--- src/cmdstat_map.svh ---
/*
  Offsets, field positions and reset values of the primary command/status word.
  Assumes inclusion by bare name from the design files.
*/
`ifndef CMDSTAT_MAP_SVH
`define CMDSTAT_MAP_SVH

// ----------------------------------------------------------------------
// register offset (command low half, status high half)
// ----------------------------------------------------------------------
`define CS_OFFSET          8'h04
`define CS_CAP_PTR_OFFSET  8'h34

// ----------------------------------------------------------------------
// command bit positions
// ----------------------------------------------------------------------
`define CMD_IO_EN          0
`define CMD_MEM_EN         1
`define CMD_MASTER_EN      2
`define CMD_SPECIAL        3
`define CMD_MWI            4
`define CMD_PALETTE        5
`define CMD_PARITY_RESP    6
`define CMD_WAIT_CYC       7
`define CMD_SYSERR_EN      8
`define CMD_FBB_EN         9
`define CMD_INT_DIS        10

// ----------------------------------------------------------------------
// status bit positions (within the 32-bit word)
// ----------------------------------------------------------------------
`define STS_CAP_LIST       20
`define STS_66MHZ          21
`define STS_FBB_CAP        23
`define STS_MDPE           24

// ----------------------------------------------------------------------
// writable command mask and palette addresses
// ----------------------------------------------------------------------
`define CMD_WR_MASK_FWD    16'h0147
`define CMD_WR_MASK_REV    16'h0567
`define CMD_RESET          16'h0000
`define PAL_ADDR_A         10'h3c6
`define PAL_ADDR_B         10'h3c8
`define PAL_ADDR_C         10'h3c9

`endif

--- src/cmdstat_pkg.sv ---
/*
  Types shared by the command/status register bank.
  Assumes cmdstat_map.svh is on the include path.
*/
package cmdstat_pkg;
  typedef enum logic {
    MODE_FORWARD,
    MODE_REVERSE
  } bridge_mode_t;
endpackage : cmdstat_pkg

--- src/mdpe_events.sv ---
/*
  Collects the primary-side parity events that set the master data parity flag.
  Assumes event inputs are single-cycle pulses on SYS_CLK; the parity line is a pin.
*/
`timescale 1ns/1ps
`default_nettype none
`include "cmdstat_map.svh"

module mdpe_events (
  input  wire logic clk,
  input  wire logic resetn,
  input  wire logic reverse_mode,
  input  wire logic parity_resp_en,
  // forward events
  input  wire logic fwd_poisoned_cpl,
  input  wire logic fwd_poisoned_wr,
  // reverse events
  input  wire logic rev_read_perr,
  input  wire logic rev_writing,
  input  wire logic primary_parity_error_n,
  input  wire logic rev_split_wr_perr,
  // result
  output var  logic set_mdpe
);

  typedef struct packed {
    logic [2:0] perr_sync;
    logic [1:0] wr_dly;
    logic       set;
  } ev_state_t;

  ev_state_t st_reg;
  ev_state_t st_next;

  logic perr_seen;

  // ----------------------------------------------------------------------
  // pin synchroniser and event merge
  // ----------------------------------------------------------------------
  always_comb begin
    st_next = st_reg;
    st_next.perr_sync = {st_reg.perr_sync[1:0], ~primary_parity_error_n};
    // writing delayed so it pairs with the line sample that stage two holds
    st_next.wr_dly    = {st_reg.wr_dly[0], rev_writing};
    // second and third stages agree on an asserted line
    perr_seen = st_reg.perr_sync[1] & st_reg.perr_sync[2];
    if (!reverse_mode) begin
      st_next.set = parity_resp_en & (fwd_poisoned_cpl | fwd_poisoned_wr);
    end else begin
      st_next.set = parity_resp_en &
                    (rev_read_perr | (perr_seen & st_reg.wr_dly[1]) |
                     rev_split_wr_perr);
    end
  end

  always_ff @(posedge clk) begin
    if (!resetn) begin
      st_reg <= '0;
    end else begin
      st_reg <= st_next;
    end
  end

  assign set_mdpe = st_reg.set;

  property p_fwd_set;
    @(posedge clk) disable iff (!resetn)
      (!reverse_mode && parity_resp_en && fwd_poisoned_cpl) |=> set_mdpe;
  endproperty
  a_fwd_set: assert property (p_fwd_set) else $error("forward poison did not set flag");

  property p_no_set_gated;
    @(posedge clk) disable iff (!resetn)
      !parity_resp_en |=> !set_mdpe;
  endproperty
  a_no_set_gated: assert property (p_no_set_gated) else $error("flag set while gated");

  property p_rev_set;
    @(posedge clk) disable iff (!resetn)
      (reverse_mode && parity_resp_en && (rev_read_perr || rev_split_wr_perr)) |=> set_mdpe;
  endproperty
  a_rev_set: assert property (p_rev_set) else $error("reverse event missed");

endmodule : mdpe_events
`default_nettype wire

--- src/bridge_primary_command_status.sv ---
/*
  Primary command and status word of the bridge configuration header, with
  the decode, master and error gating outputs the command bits steer.
  Assumes config accesses arrive as one-cycle strobes on SYS_CLK with byte
  enables; the mode input is static after reset.
*/
`timescale 1ns/1ps
`default_nettype none
`include "cmdstat_map.svh"

// Overview of operation
// - command bit 0 clear ignores primary I/O other than reverse palette writes; set enables decode response
// - command bit 1 clear ignores primary memory reads; set accepts them
// - bit 2 clear: no primary mastering, no secondary memory/I/O response
// - bit 2 set: master on primary for traffic forwarded from secondary
// - bit 3 read-only zero; special cycles never claimed
// - bit 4 read-only zero; invalidate writes only forwarded
// - reverse with bit 5: claim palette writes at 3C6h, 3C8h, 3C9h low ten bits
// - bit 6 gates the master data parity flag
// - bits 7 and 9 read-only zero
// - reverse with bit 10: legacy interrupt held deasserted
// - status bit 20 reads one: capability list at 34h
// - status bit 21 resets zero forward, one reverse
// - status bit 23 resets zero forward, one reverse on PCI link
// - forward: poisoned completion or poisoned write sets bit 24
// - reverse: three parity events set bit 24
// - write-one-clear flags clear only on a written one
module bridge_primary_command_status (
  // clock and reset
  input  wire logic        SYS_CLK,
  input  wire logic        RESETN,
  // orientation
  input  wire logic        REVERSE_MODE,
  input  wire logic        LINK_IS_PCI,
  // configuration access
  input  wire logic        CFG_WR,
  input  wire logic        CFG_RD,
  input  wire logic [7:0]  CFG_ADDR,
  input  wire logic [3:0]  CFG_BE,
  input  wire logic [31:0] CFG_WDATA,
  output var  logic [31:0] CFG_RDATA,
  output var  logic        CFG_RVALID,
  // primary transaction decode
  input  wire logic        PRI_IO_REQ,
  input  wire logic        PRI_IO_WRITE,
  input  wire logic [15:0] PRI_IO_ADDR,
  input  wire logic        PRI_MEM_RD_REQ,
  output var  logic        PRI_IO_CLAIM,
  output var  logic        PRI_MEM_RD_CLAIM,
  output var  logic        PRI_PALETTE_CLAIM,
  // forwarding
  input  wire logic        SEC_FWD_REQ,
  output var  logic        SEC_RESPOND,
  output var  logic        PRI_MASTER_GO,
  // parity events
  input  wire logic        FWD_POISONED_CPL,
  input  wire logic        FWD_POISONED_WR,
  input  wire logic        REV_READ_PERR,
  input  wire logic        REV_WRITING,
  input  wire logic        PRIMARY_PARITY_ERROR_N,
  input  wire logic        REV_SPLIT_WR_PERR,
  // error and interrupt
  input  wire logic        ERR_EVENT,
  input  wire logic        INT_REQ,
  output var  logic        ERR_MSG_SEND,
  output var  logic        SYSTEM_ERROR_OUT_N,
  output var  logic        LEGACY_INTERRUPT_OUT_N
);

  typedef struct packed {
    logic [15:0] cmd;
    logic        mdpe;
    logic        cap66;
    logic        fbb_cap;
    logic        init_done;
    logic [31:0] rdata;
    logic        rvalid;
    logic        io_claim;
    logic        mem_claim;
    logic        pal_claim;
    logic        sec_resp;
    logic        master_go;
    logic        err_msg;
    logic        serr_n;
    logic        int_n;
  } cs_state_t;

  cs_state_t st_reg;
  cs_state_t st_next;

  logic               set_mdpe;
  logic [15:0]        wr_mask;
  logic [15:0]        be_mask;
  logic               hit;
  cmdstat_pkg::bridge_mode_t mode;

  // ----------------------------------------------------------------------
  // helpers
  // ----------------------------------------------------------------------
  function automatic logic pal_match(input logic [15:0] a);
    logic [9:0] lo;
    lo = a[9:0]; // upper bits ignored so ISA aliases match
    return (lo == `PAL_ADDR_A) || (lo == `PAL_ADDR_B) || (lo == `PAL_ADDR_C);
  endfunction : pal_match

  function automatic logic [31:0] status_word(input cs_state_t s);
    logic [31:0] w;
    w = 32'h0000_0000;
    w[15:0]          = s.cmd;
    w[`STS_CAP_LIST] = 1'b1;
    w[`STS_66MHZ]    = s.cap66;
    w[`STS_FBB_CAP]  = s.fbb_cap;
    w[`STS_MDPE]     = s.mdpe;
    return w;
  endfunction : status_word

  mdpe_events u_mdpe (
    .clk                    (SYS_CLK),
    .resetn                 (RESETN),
    .reverse_mode           (REVERSE_MODE),
    .parity_resp_en         (st_reg.cmd[`CMD_PARITY_RESP]),
    .fwd_poisoned_cpl       (FWD_POISONED_CPL),
    .fwd_poisoned_wr        (FWD_POISONED_WR),
    .rev_read_perr          (REV_READ_PERR),
    .rev_writing            (REV_WRITING),
    .primary_parity_error_n (PRIMARY_PARITY_ERROR_N),
    .rev_split_wr_perr      (REV_SPLIT_WR_PERR),
    .set_mdpe               (set_mdpe)
  );

  // ----------------------------------------------------------------------
  // next state
  // ----------------------------------------------------------------------
  always_comb begin
    st_next = st_reg;
    mode    = REVERSE_MODE ? cmdstat_pkg::MODE_REVERSE : cmdstat_pkg::MODE_FORWARD;
    hit     = (CFG_ADDR == `CS_OFFSET);
    be_mask = {{8{CFG_BE[1]}}, {8{CFG_BE[0]}}};
    case (mode)
      cmdstat_pkg::MODE_FORWARD: wr_mask = `CMD_WR_MASK_FWD;
      cmdstat_pkg::MODE_REVERSE: wr_mask = `CMD_WR_MASK_REV;
      default:                   wr_mask = `CMD_WR_MASK_FWD;
    endcase

    // strap-like reset values taken on the first clock after release
    if (!st_reg.init_done) begin
      st_next.init_done = 1'b1;
      st_next.cap66     = REVERSE_MODE;
      st_next.fbb_cap   = REVERSE_MODE & LINK_IS_PCI;
    end

    // bits 3,4,7,9 and 11..15 never in the mask, so they stay zero
    if (CFG_WR && hit) begin
      st_next.cmd = (st_reg.cmd & ~(wr_mask & be_mask)) |
                    (CFG_WDATA[15:0] & wr_mask & be_mask);
    end

    // set wins over a simultaneous write-one clear
    if (CFG_WR && hit && CFG_BE[3] && CFG_WDATA[`STS_MDPE]) begin
      st_next.mdpe = 1'b0;
    end
    if (set_mdpe) begin
      st_next.mdpe = 1'b1;
    end

    st_next.rvalid = CFG_RD;
    st_next.rdata  = (CFG_RD && hit) ? status_word(st_reg) : 32'h0000_0000;

    // decode and gating outputs
    st_next.io_claim  = PRI_IO_REQ & st_reg.cmd[`CMD_IO_EN];
    st_next.mem_claim = PRI_MEM_RD_REQ & st_reg.cmd[`CMD_MEM_EN];
    st_next.pal_claim = REVERSE_MODE & st_reg.cmd[`CMD_PALETTE] &
                        PRI_IO_REQ & PRI_IO_WRITE & pal_match(PRI_IO_ADDR);
    st_next.sec_resp  = SEC_FWD_REQ & st_reg.cmd[`CMD_MASTER_EN];
    st_next.master_go = SEC_FWD_REQ & st_reg.cmd[`CMD_MASTER_EN];
    st_next.err_msg   = ERR_EVENT & st_reg.cmd[`CMD_SYSERR_EN] & !REVERSE_MODE;
    st_next.serr_n    = ~(ERR_EVENT & st_reg.cmd[`CMD_SYSERR_EN] & REVERSE_MODE);
    st_next.int_n     = ~(INT_REQ & ~(REVERSE_MODE & st_reg.cmd[`CMD_INT_DIS]));
  end

  always_ff @(posedge SYS_CLK) begin
    if (!RESETN) begin
      st_reg        <= '0;
      st_reg.serr_n <= 1'b1;
      st_reg.int_n  <= 1'b1;
    end else begin
      st_reg <= st_next;
    end
  end

  // ----------------------------------------------------------------------
  // outputs
  // ----------------------------------------------------------------------
  assign CFG_RDATA              = st_reg.rdata;
  assign CFG_RVALID             = st_reg.rvalid;
  assign PRI_IO_CLAIM           = st_reg.io_claim;
  assign PRI_MEM_RD_CLAIM       = st_reg.mem_claim;
  assign PRI_PALETTE_CLAIM      = st_reg.pal_claim;
  assign SEC_RESPOND            = st_reg.sec_resp;
  assign PRI_MASTER_GO          = st_reg.master_go;
  assign ERR_MSG_SEND           = st_reg.err_msg;
  assign SYSTEM_ERROR_OUT_N     = st_reg.serr_n;
  assign LEGACY_INTERRUPT_OUT_N = st_reg.int_n;

  // ----------------------------------------------------------------------
  // checks
  // ----------------------------------------------------------------------
  property p_io_gate;
    @(posedge SYS_CLK) disable iff (!RESETN)
      (PRI_IO_REQ && !st_reg.cmd[`CMD_IO_EN]) |=> !PRI_IO_CLAIM;
  endproperty
  a_io_gate: assert property (p_io_gate) else $error("io claimed while disabled");

  property p_mem_gate;
    @(posedge SYS_CLK) disable iff (!RESETN)
      PRI_MEM_RD_REQ |=> (PRI_MEM_RD_CLAIM == $past(st_reg.cmd[`CMD_MEM_EN]));
  endproperty
  a_mem_gate: assert property (p_mem_gate) else $error("mem read claim wrong");

  property p_master_gate;
    @(posedge SYS_CLK) disable iff (!RESETN)
      !st_reg.cmd[`CMD_MASTER_EN] |=> !PRI_MASTER_GO && !SEC_RESPOND;
  endproperty
  a_master_gate: assert property (p_master_gate) else $error("master while disabled");

  property p_master_go;
    @(posedge SYS_CLK) disable iff (!RESETN)
      (SEC_FWD_REQ && st_reg.cmd[`CMD_MASTER_EN]) |=> PRI_MASTER_GO;
  endproperty
  a_master_go: assert property (p_master_go) else $error("forward not mastered");

  property p_ro_zero;
    @(posedge SYS_CLK) disable iff (!RESETN)
      st_reg.cmd[15:11] == 5'h00 && !st_reg.cmd[3] && !st_reg.cmd[4] &&
      !st_reg.cmd[7] && !st_reg.cmd[9];
  endproperty
  a_ro_zero: assert property (p_ro_zero) else $error("read-only bit set");

  property p_palette;
    @(posedge SYS_CLK) disable iff (!RESETN)
      (!REVERSE_MODE) |=> !PRI_PALETTE_CLAIM;
  endproperty
  a_palette: assert property (p_palette) else $error("palette claimed forward");

  property p_serr;
    @(posedge SYS_CLK) disable iff (!RESETN)
      (ERR_EVENT && REVERSE_MODE && st_reg.cmd[`CMD_SYSERR_EN]) |=> !SYSTEM_ERROR_OUT_N;
  endproperty
  a_serr: assert property (p_serr) else $error("system error not asserted");

  property p_intdis;
    @(posedge SYS_CLK) disable iff (!RESETN)
      (REVERSE_MODE && st_reg.cmd[`CMD_INT_DIS]) |=> LEGACY_INTERRUPT_OUT_N;
  endproperty
  a_intdis: assert property (p_intdis) else $error("interrupt not masked");

  property p_w1c;
    @(posedge SYS_CLK) disable iff (!RESETN)
      (st_reg.mdpe && !(CFG_WR && hit && CFG_BE[3] && CFG_WDATA[`STS_MDPE])) |=> st_reg.mdpe;
  endproperty
  a_w1c: assert property (p_w1c) else $error("flag lost without clear");

  property p_cap;
    @(posedge SYS_CLK) disable iff (!RESETN)
      (CFG_RD && hit) |=> CFG_RVALID && CFG_RDATA[`STS_CAP_LIST];
  endproperty
  a_cap: assert property (p_cap) else $error("capability bit not read as one");

  property p_err_fwd;
    @(posedge SYS_CLK) disable iff (!RESETN)
      (ERR_EVENT && !REVERSE_MODE && st_reg.cmd[`CMD_SYSERR_EN]) |=>
        ERR_MSG_SEND && SYSTEM_ERROR_OUT_N;
  endproperty
  a_err_fwd: assert property (p_err_fwd) else $error("error message not sent");

  property p_set_wins;
    @(posedge SYS_CLK) disable iff (!RESETN)
      set_mdpe |=> st_reg.mdpe;
  endproperty
  a_set_wins: assert property (p_set_wins) else $error("parity flag not set");

  property p_straps;
    @(posedge SYS_CLK) disable iff (!RESETN)
      $rose(st_reg.init_done) |->
        (st_reg.cap66 == $past(REVERSE_MODE)) &&
        (st_reg.fbb_cap == $past(REVERSE_MODE && LINK_IS_PCI));
  endproperty
  a_straps: assert property (p_straps) else $error("strap value wrong");

  property p_straps_hold;
    @(posedge SYS_CLK) disable iff (!RESETN)
      st_reg.init_done |=> $stable(st_reg.cap66) && $stable(st_reg.fbb_cap);
  endproperty
  a_straps_hold: assert property (p_straps_hold) else $error("strap changed");

  property p_pal_claim;
    @(posedge SYS_CLK) disable iff (!RESETN)
      (REVERSE_MODE && st_reg.cmd[`CMD_PALETTE] && PRI_IO_REQ && PRI_IO_WRITE &&
       (PRI_IO_ADDR[9:0] == `PAL_ADDR_A || PRI_IO_ADDR[9:0] == `PAL_ADDR_B ||
        PRI_IO_ADDR[9:0] == `PAL_ADDR_C)) |=> PRI_PALETTE_CLAIM;
  endproperty
  a_pal_claim: assert property (p_pal_claim) else $error("palette not claimed");

  property p_reset_outs;
    @(posedge SYS_CLK)
      !RESETN |=> SYSTEM_ERROR_OUT_N && LEGACY_INTERRUPT_OUT_N && !CFG_RVALID &&
                  (st_reg.cmd == 16'h0000) && !st_reg.mdpe;
  endproperty
  a_reset_outs: assert property (p_reset_outs) else $error("reset state wrong");

endmodule : bridge_primary_command_status
`default_nettype wire

--- config.mk ---
export PLATFORM = sky130hd
export DESIGN_NAME = bridge_primary_command_status
export DESIGN_NICKNAME = d
export VERILOG_FILES = /design/src/cmdstat_pkg.sv /design/src/mdpe_events.sv /design/src/bridge_primary_command_status.sv
export VERILOG_INCLUDE_DIRS = /design/src
export SDC_FILE = /design/constraint.sdc
export NUM_CORES = 1
export LEC_CHECK = 0
export BUFFER_PORTS_ARGS = -buffer_cell sky130_fd_sc_hd__buf_2
export CORE_ASPECT_RATIO = 0.5
export CORE_MARGIN = 4
export CORE_UTILIZATION = 38
export DETAILED_ROUTE_END_ITERATION = 8
export GPL_TIMING_DRIVEN = 1
export PLACE_DENSITY = 0.79
export SYNTH_ARGS = -nofsm -noshare
export SYNTH_HDL_FRONTEND = slang
export SYNTH_SLANG_ARGS = --single-unit
export TNS_END_PERCENT = 1
--- constraint.sdc ---
create_clock -name SYS_CLK -period 1.05 [get_ports SYS_CLK]
set_input_delay 0 -clock SYS_CLK [delete_from_list [all_inputs] [get_ports SYS_CLK]]
set_output_delay 0 -clock SYS_CLK [all_outputs]
set_load 0.01 [all_outputs]
Yosys cells after proc, flatten, opt, wreduce, memory -nomap -nowiden
Cells that the tools add are included.
{"block": "word_totals", "word_cells": 68, "output_inout_bits": 41, "regBits": 66}
{"block": "classes", "eq_ne": 4, "n_reduce_logical": 9, "n_bitwise": 31, "n_mux": 6}
{"op": "$and A16 B16 Y16", "n": 4}
{"op": "$pmux W16 S2", "n": 1}
{"op": "$eq A10 B10 Y1 const B", "n": 3}
{"op": "$mux W21", "n": 1}
{"op": "$and A1 B1 Y1", "n": 17}
{"op": "$not A16 Y16", "n": 1}
{"op": "$or A16 B16 Y16", "n": 1}
{"op": "$eq A8 B3 Y1 const B", "n": 1}
{"op": "$not A1 Y1", "n": 5}
{"op": "$logic_and A1 B1 Y1", "n": 4}
{"op": "$mux W1", "n": 4}
{"op": "$or A1 B1 Y1", "n": 3}
{"op": "$logic_or A1 B1 Y1", "n": 2}
{"op": "$reduce_and A2 Y1", "n": 1}
{"op": "$reduce_bool A2 Y1", "n": 1}
{"op": "$logic_not A1 Y1", "n": 1}

Depth between registers and ports, before layout
{"block": "logic_depth", "word_depth": 7, "depth_mapped": 4}

Modules after synthesis
From an unflattened synthesis, not the netlist that was laid out.
{"block": "hier_totals", "hier_cells": 148, "hier_area_um2": 1473.9}
{"module": "bridge_primary_command_status", "seq_area_each_um2": 600.6, "area_each_um2": 1293.7, "n_inst": 1, "cells_per_inst": 133}
{"module": "mdpe_events", "seq_area_each_um2": 120.1, "area_each_um2": 180.2, "n_inst": 1, "cells_per_inst": 15}

Worst setup path before layout
OpenSTA, ideal clock, no wires.
{"block": "synth_timing", "path_kind": "input to register", "startpoint": "input port CFG_ADDR[1]", "endpoint": "register (tool-made name)", "t_arrival_ns": 0.782, "stages": 3, "slack_ns": 0.142, "n_path_buf": 0, "cell_sequence": "nor4b_4 -> nand4_1 -> mux2i_1"}
{"item": "start, declared", "line": "bridge_primary_command_status.sv:38", "source": "input wire logic [7:0] CFG_ADDR,"}

Final worst setup path
{"block": "layout_timing", "startpoint": "input port REVERSE_MODE", "endpoint": "register st_reg, in the netlist PRI_PALETTE_CLAIM"}
{"block": "layout_via", "elab_chain_cells": 4}
{"item": "start, declared", "line": "bridge_primary_command_status.sv:33", "source": "input wire logic REVERSE_MODE,"}
{"item": "$and A1 B1 Y1 (4 in a row)", "line": "bridge_primary_command_status.sv:172", "source": "st_next.pal_claim = REVERSE_MODE & st_reg.cmd[`CMD_PALETTE] &"}
{"item": "end signal, assigned", "line": "bridge_primary_command_status.sv:187", "source": "st_reg <= st_next;"}
{"item": "end, declared", "line": "bridge_primary_command_status.sv:88", "source": "cs_state_t st_reg;"}
No other way between the ends.
A chain may end at the register's enable or synchronous reset.

==> run summary <==
Crit. End Element = flop
chain of cells forming the critical path = dlygate4sd3_1 > clkbuf_4 > nand4_1 > nor4_2
Internal = 0.00224 W
vias in the first global route = 1171
CTS root buf = clkbuf_8
sequential share of the synthesized area = 48.9%
switching power = 0.000596 W
Final ANT Viol Nets = 0
via count = 1225
GR Util met3 = 5.06%
CTS tree = done
initial drt markers = 54
Final GP Congestion = 0.672
dpl ws = -0.0700 ns
Yosys reg bits = 36
Synth top area share = 48.9%
dpl cell area = 1710 um2
crit-path max cell delay = 0.53 ns
share of post-route cells with drive strength above 1 = 35.0%
final instance area = 2070 um2
Final Net Count = 311
leakage power figure = 1.04 nW
Reg2Reg Depth = 2
first-pass GRT wire length = 5.13 mm
fin worst setup slack = 0.0744 ns
Crit path buffers/inverters = 2
routed vias/inst = 4.30
CTS HTree Levels = 2
die span in y = 52.1 um
DP Wirelength = 2.31 mm
post-synth top area cell = dfxtp_1
Clock power frac = 41.1%
port bufs = 66
final setup vio count = 0
GRT Total Usage = 13.9%
Power, Total = 0.00284 W
initial antenna violation count = 0
Worst-path clk slew = 0.07 ns
Clock Latency Late Sink = 0.28 ns
DIE AREA = 5000 um2
GR Util met1 = 12.9%
synth unique cells = 24
core footprint = 3580 um2
Final Hold Fails = 0
CP Data Required Time = 1.25 ns
row count = 15
drt total wl = 3.37 mm
wire per inst = 11.8 um
WP depth = 4
grt total ovfl = 0
GR peak layer = met2
sequential power share = 48.9%
clk sinks = 36
ranking of synthesized cells by area = dfxtp_1 (49%), buf_4 (17%), and2_1 (6.8%)
fin crit period = 0.976 ns
CP max stage cell = dlygate4sd3_1
Max Clk Rate = 1.03 GHz
Layout area overhead = 40.1%
Max Cap Violations = 0
Startpoint Class = input pin
worst min-delay path category = input pin to flop
Syn Inst Count = 149
delay-heaviest family, CP = buffers and inverters
Sw Share = 21.0%
Clock Path Buffers = 2
pwr/cell area = 1370 nW/um2
Worst IR Drop VDD = 627 uV
Top Ports = 119
fin crit share = 92.9%
largest net degree at the start of global routing = 16
status = complete, no violations
CP Data Arrival Time = 1.18 ns
met2 Use GR = 26.3%
hold depth = 3
Syn Area/Cell = 9.90 um2
initial core utilization = 41.2%
leading cell type in the layout, fill and taps excluded = buf_2
antenna cells = 0
RSZ-0062 raised after global routing = no
CP Class = input pin to flop
max-slew violations = 0
Logic pwr share = 10.0%
TritonCTS Buffers = 5
Crit Path Max Fanout = 9
router iterations before antenna repair = 4
number of synthesis warnings = 0
die width = 96.1 um
most frequent cells in the layout = buf_2 (65), dfxtp_1 (36), dlygate4sd3_1 (24)
DRC = 0
worst clock skew = 0.00705 ns
Synth Cell Area = 1480 um2
-- worst min-delay path: cells and delay by family --
family / cells / cell delay, ns
AND/OR/NAND/NOR: 1 / 0.08
buffers and inverters: 1 / 0.09
AO/OA/AOI/OAI: 1 / 0.09
-- final cells by class --
type	count	area [um2]
Timing Repair Buffer	95	611
Sequential cell	36	721
Clock buffer	6	72.6
Tap cell	51	63.8
Multi-Input combinational cell	95	564
Fill cell	287	1520
Clock inverter	2	35.0
-- cell families (layout without fill, tap and decap cells) --
kind of cell    Yosys count  after routing  synth area share, %
buf+inv                  38            103                 18.4
flops                    36             36                 48.9
compound gates            4              4                 2.04
other cells               1             21                0.254
simple gates             63             63                 25.7
mux                       7              7                 4.75
-- power by group through the flow --
stage          Sequential [W]  Clock [W]  Combinational [W]
2_1_floorplan         0.00142          0           0.000147
6_report              0.00139    0.00117           0.000283
4_1_cts               0.00139    0.00120           0.000274
3_3_place_gp          0.00142          0           0.000201
3_5_place_dp          0.00142          0           0.000206
5_1_grt               0.00139    0.00126           0.000310
-- worst paths after layout --
check	startpoint	to	slack, ns
max reg2reg	st_reg[50]	PRI_PALETTE_CLAIM	0.16
max	REVERSE_MODE	PRI_PALETTE_CLAIM	0.07
min	REV_SPLIT_WR_PERR	u_mdpe.set_mdpe	0.03
min reg2reg	flop	SYSTEM_ERROR_OUT_N	0.42
-- per-stage QoR --
stage	instances	hold slack [ns]	utilization [%]	TNS, ns
after floorplan	169	0.0277	-	0
final	285	0.0270	57.7	0
after global routing	285	0.0348	57.7	0
after detailed placement	253	0.159	47.7	-0.670
after global placement	253	0.162	47.7	-0.401
after CTS	285	0.00588	57.4	0
-- Yosys cell counts (all sizes together) --
cell,count
a21oi,1
a22o,1
a22oi,1
a311oi,1
and2,16
and3,7
buf,35
clkbuf,3
conb,1
dfxtp,36
mux2i,7
nand2,16
nand3,5
nand4,5
nor2,3
nor2b,4
nor3,1
nor3b,2
nor4,2
nor4b,1
nor4bb,1
-- metal layers --
layer / share of wire (%) / up-vias
met2: 52 / 67
met3: 10 / 12
met5: 0 / -
met1: 34 / 541
met4: 3.4 / 0
li1: - / 605
-- repair_timing --
action	4_1_cts	5_1_grt
setup buffers	0	0
endpoints found under the setup margin	0	1
hold buffers	24	0
endpoints found under the hold margin	18	0
resized for setup	0	2
(Power assumes the default switching activity.)
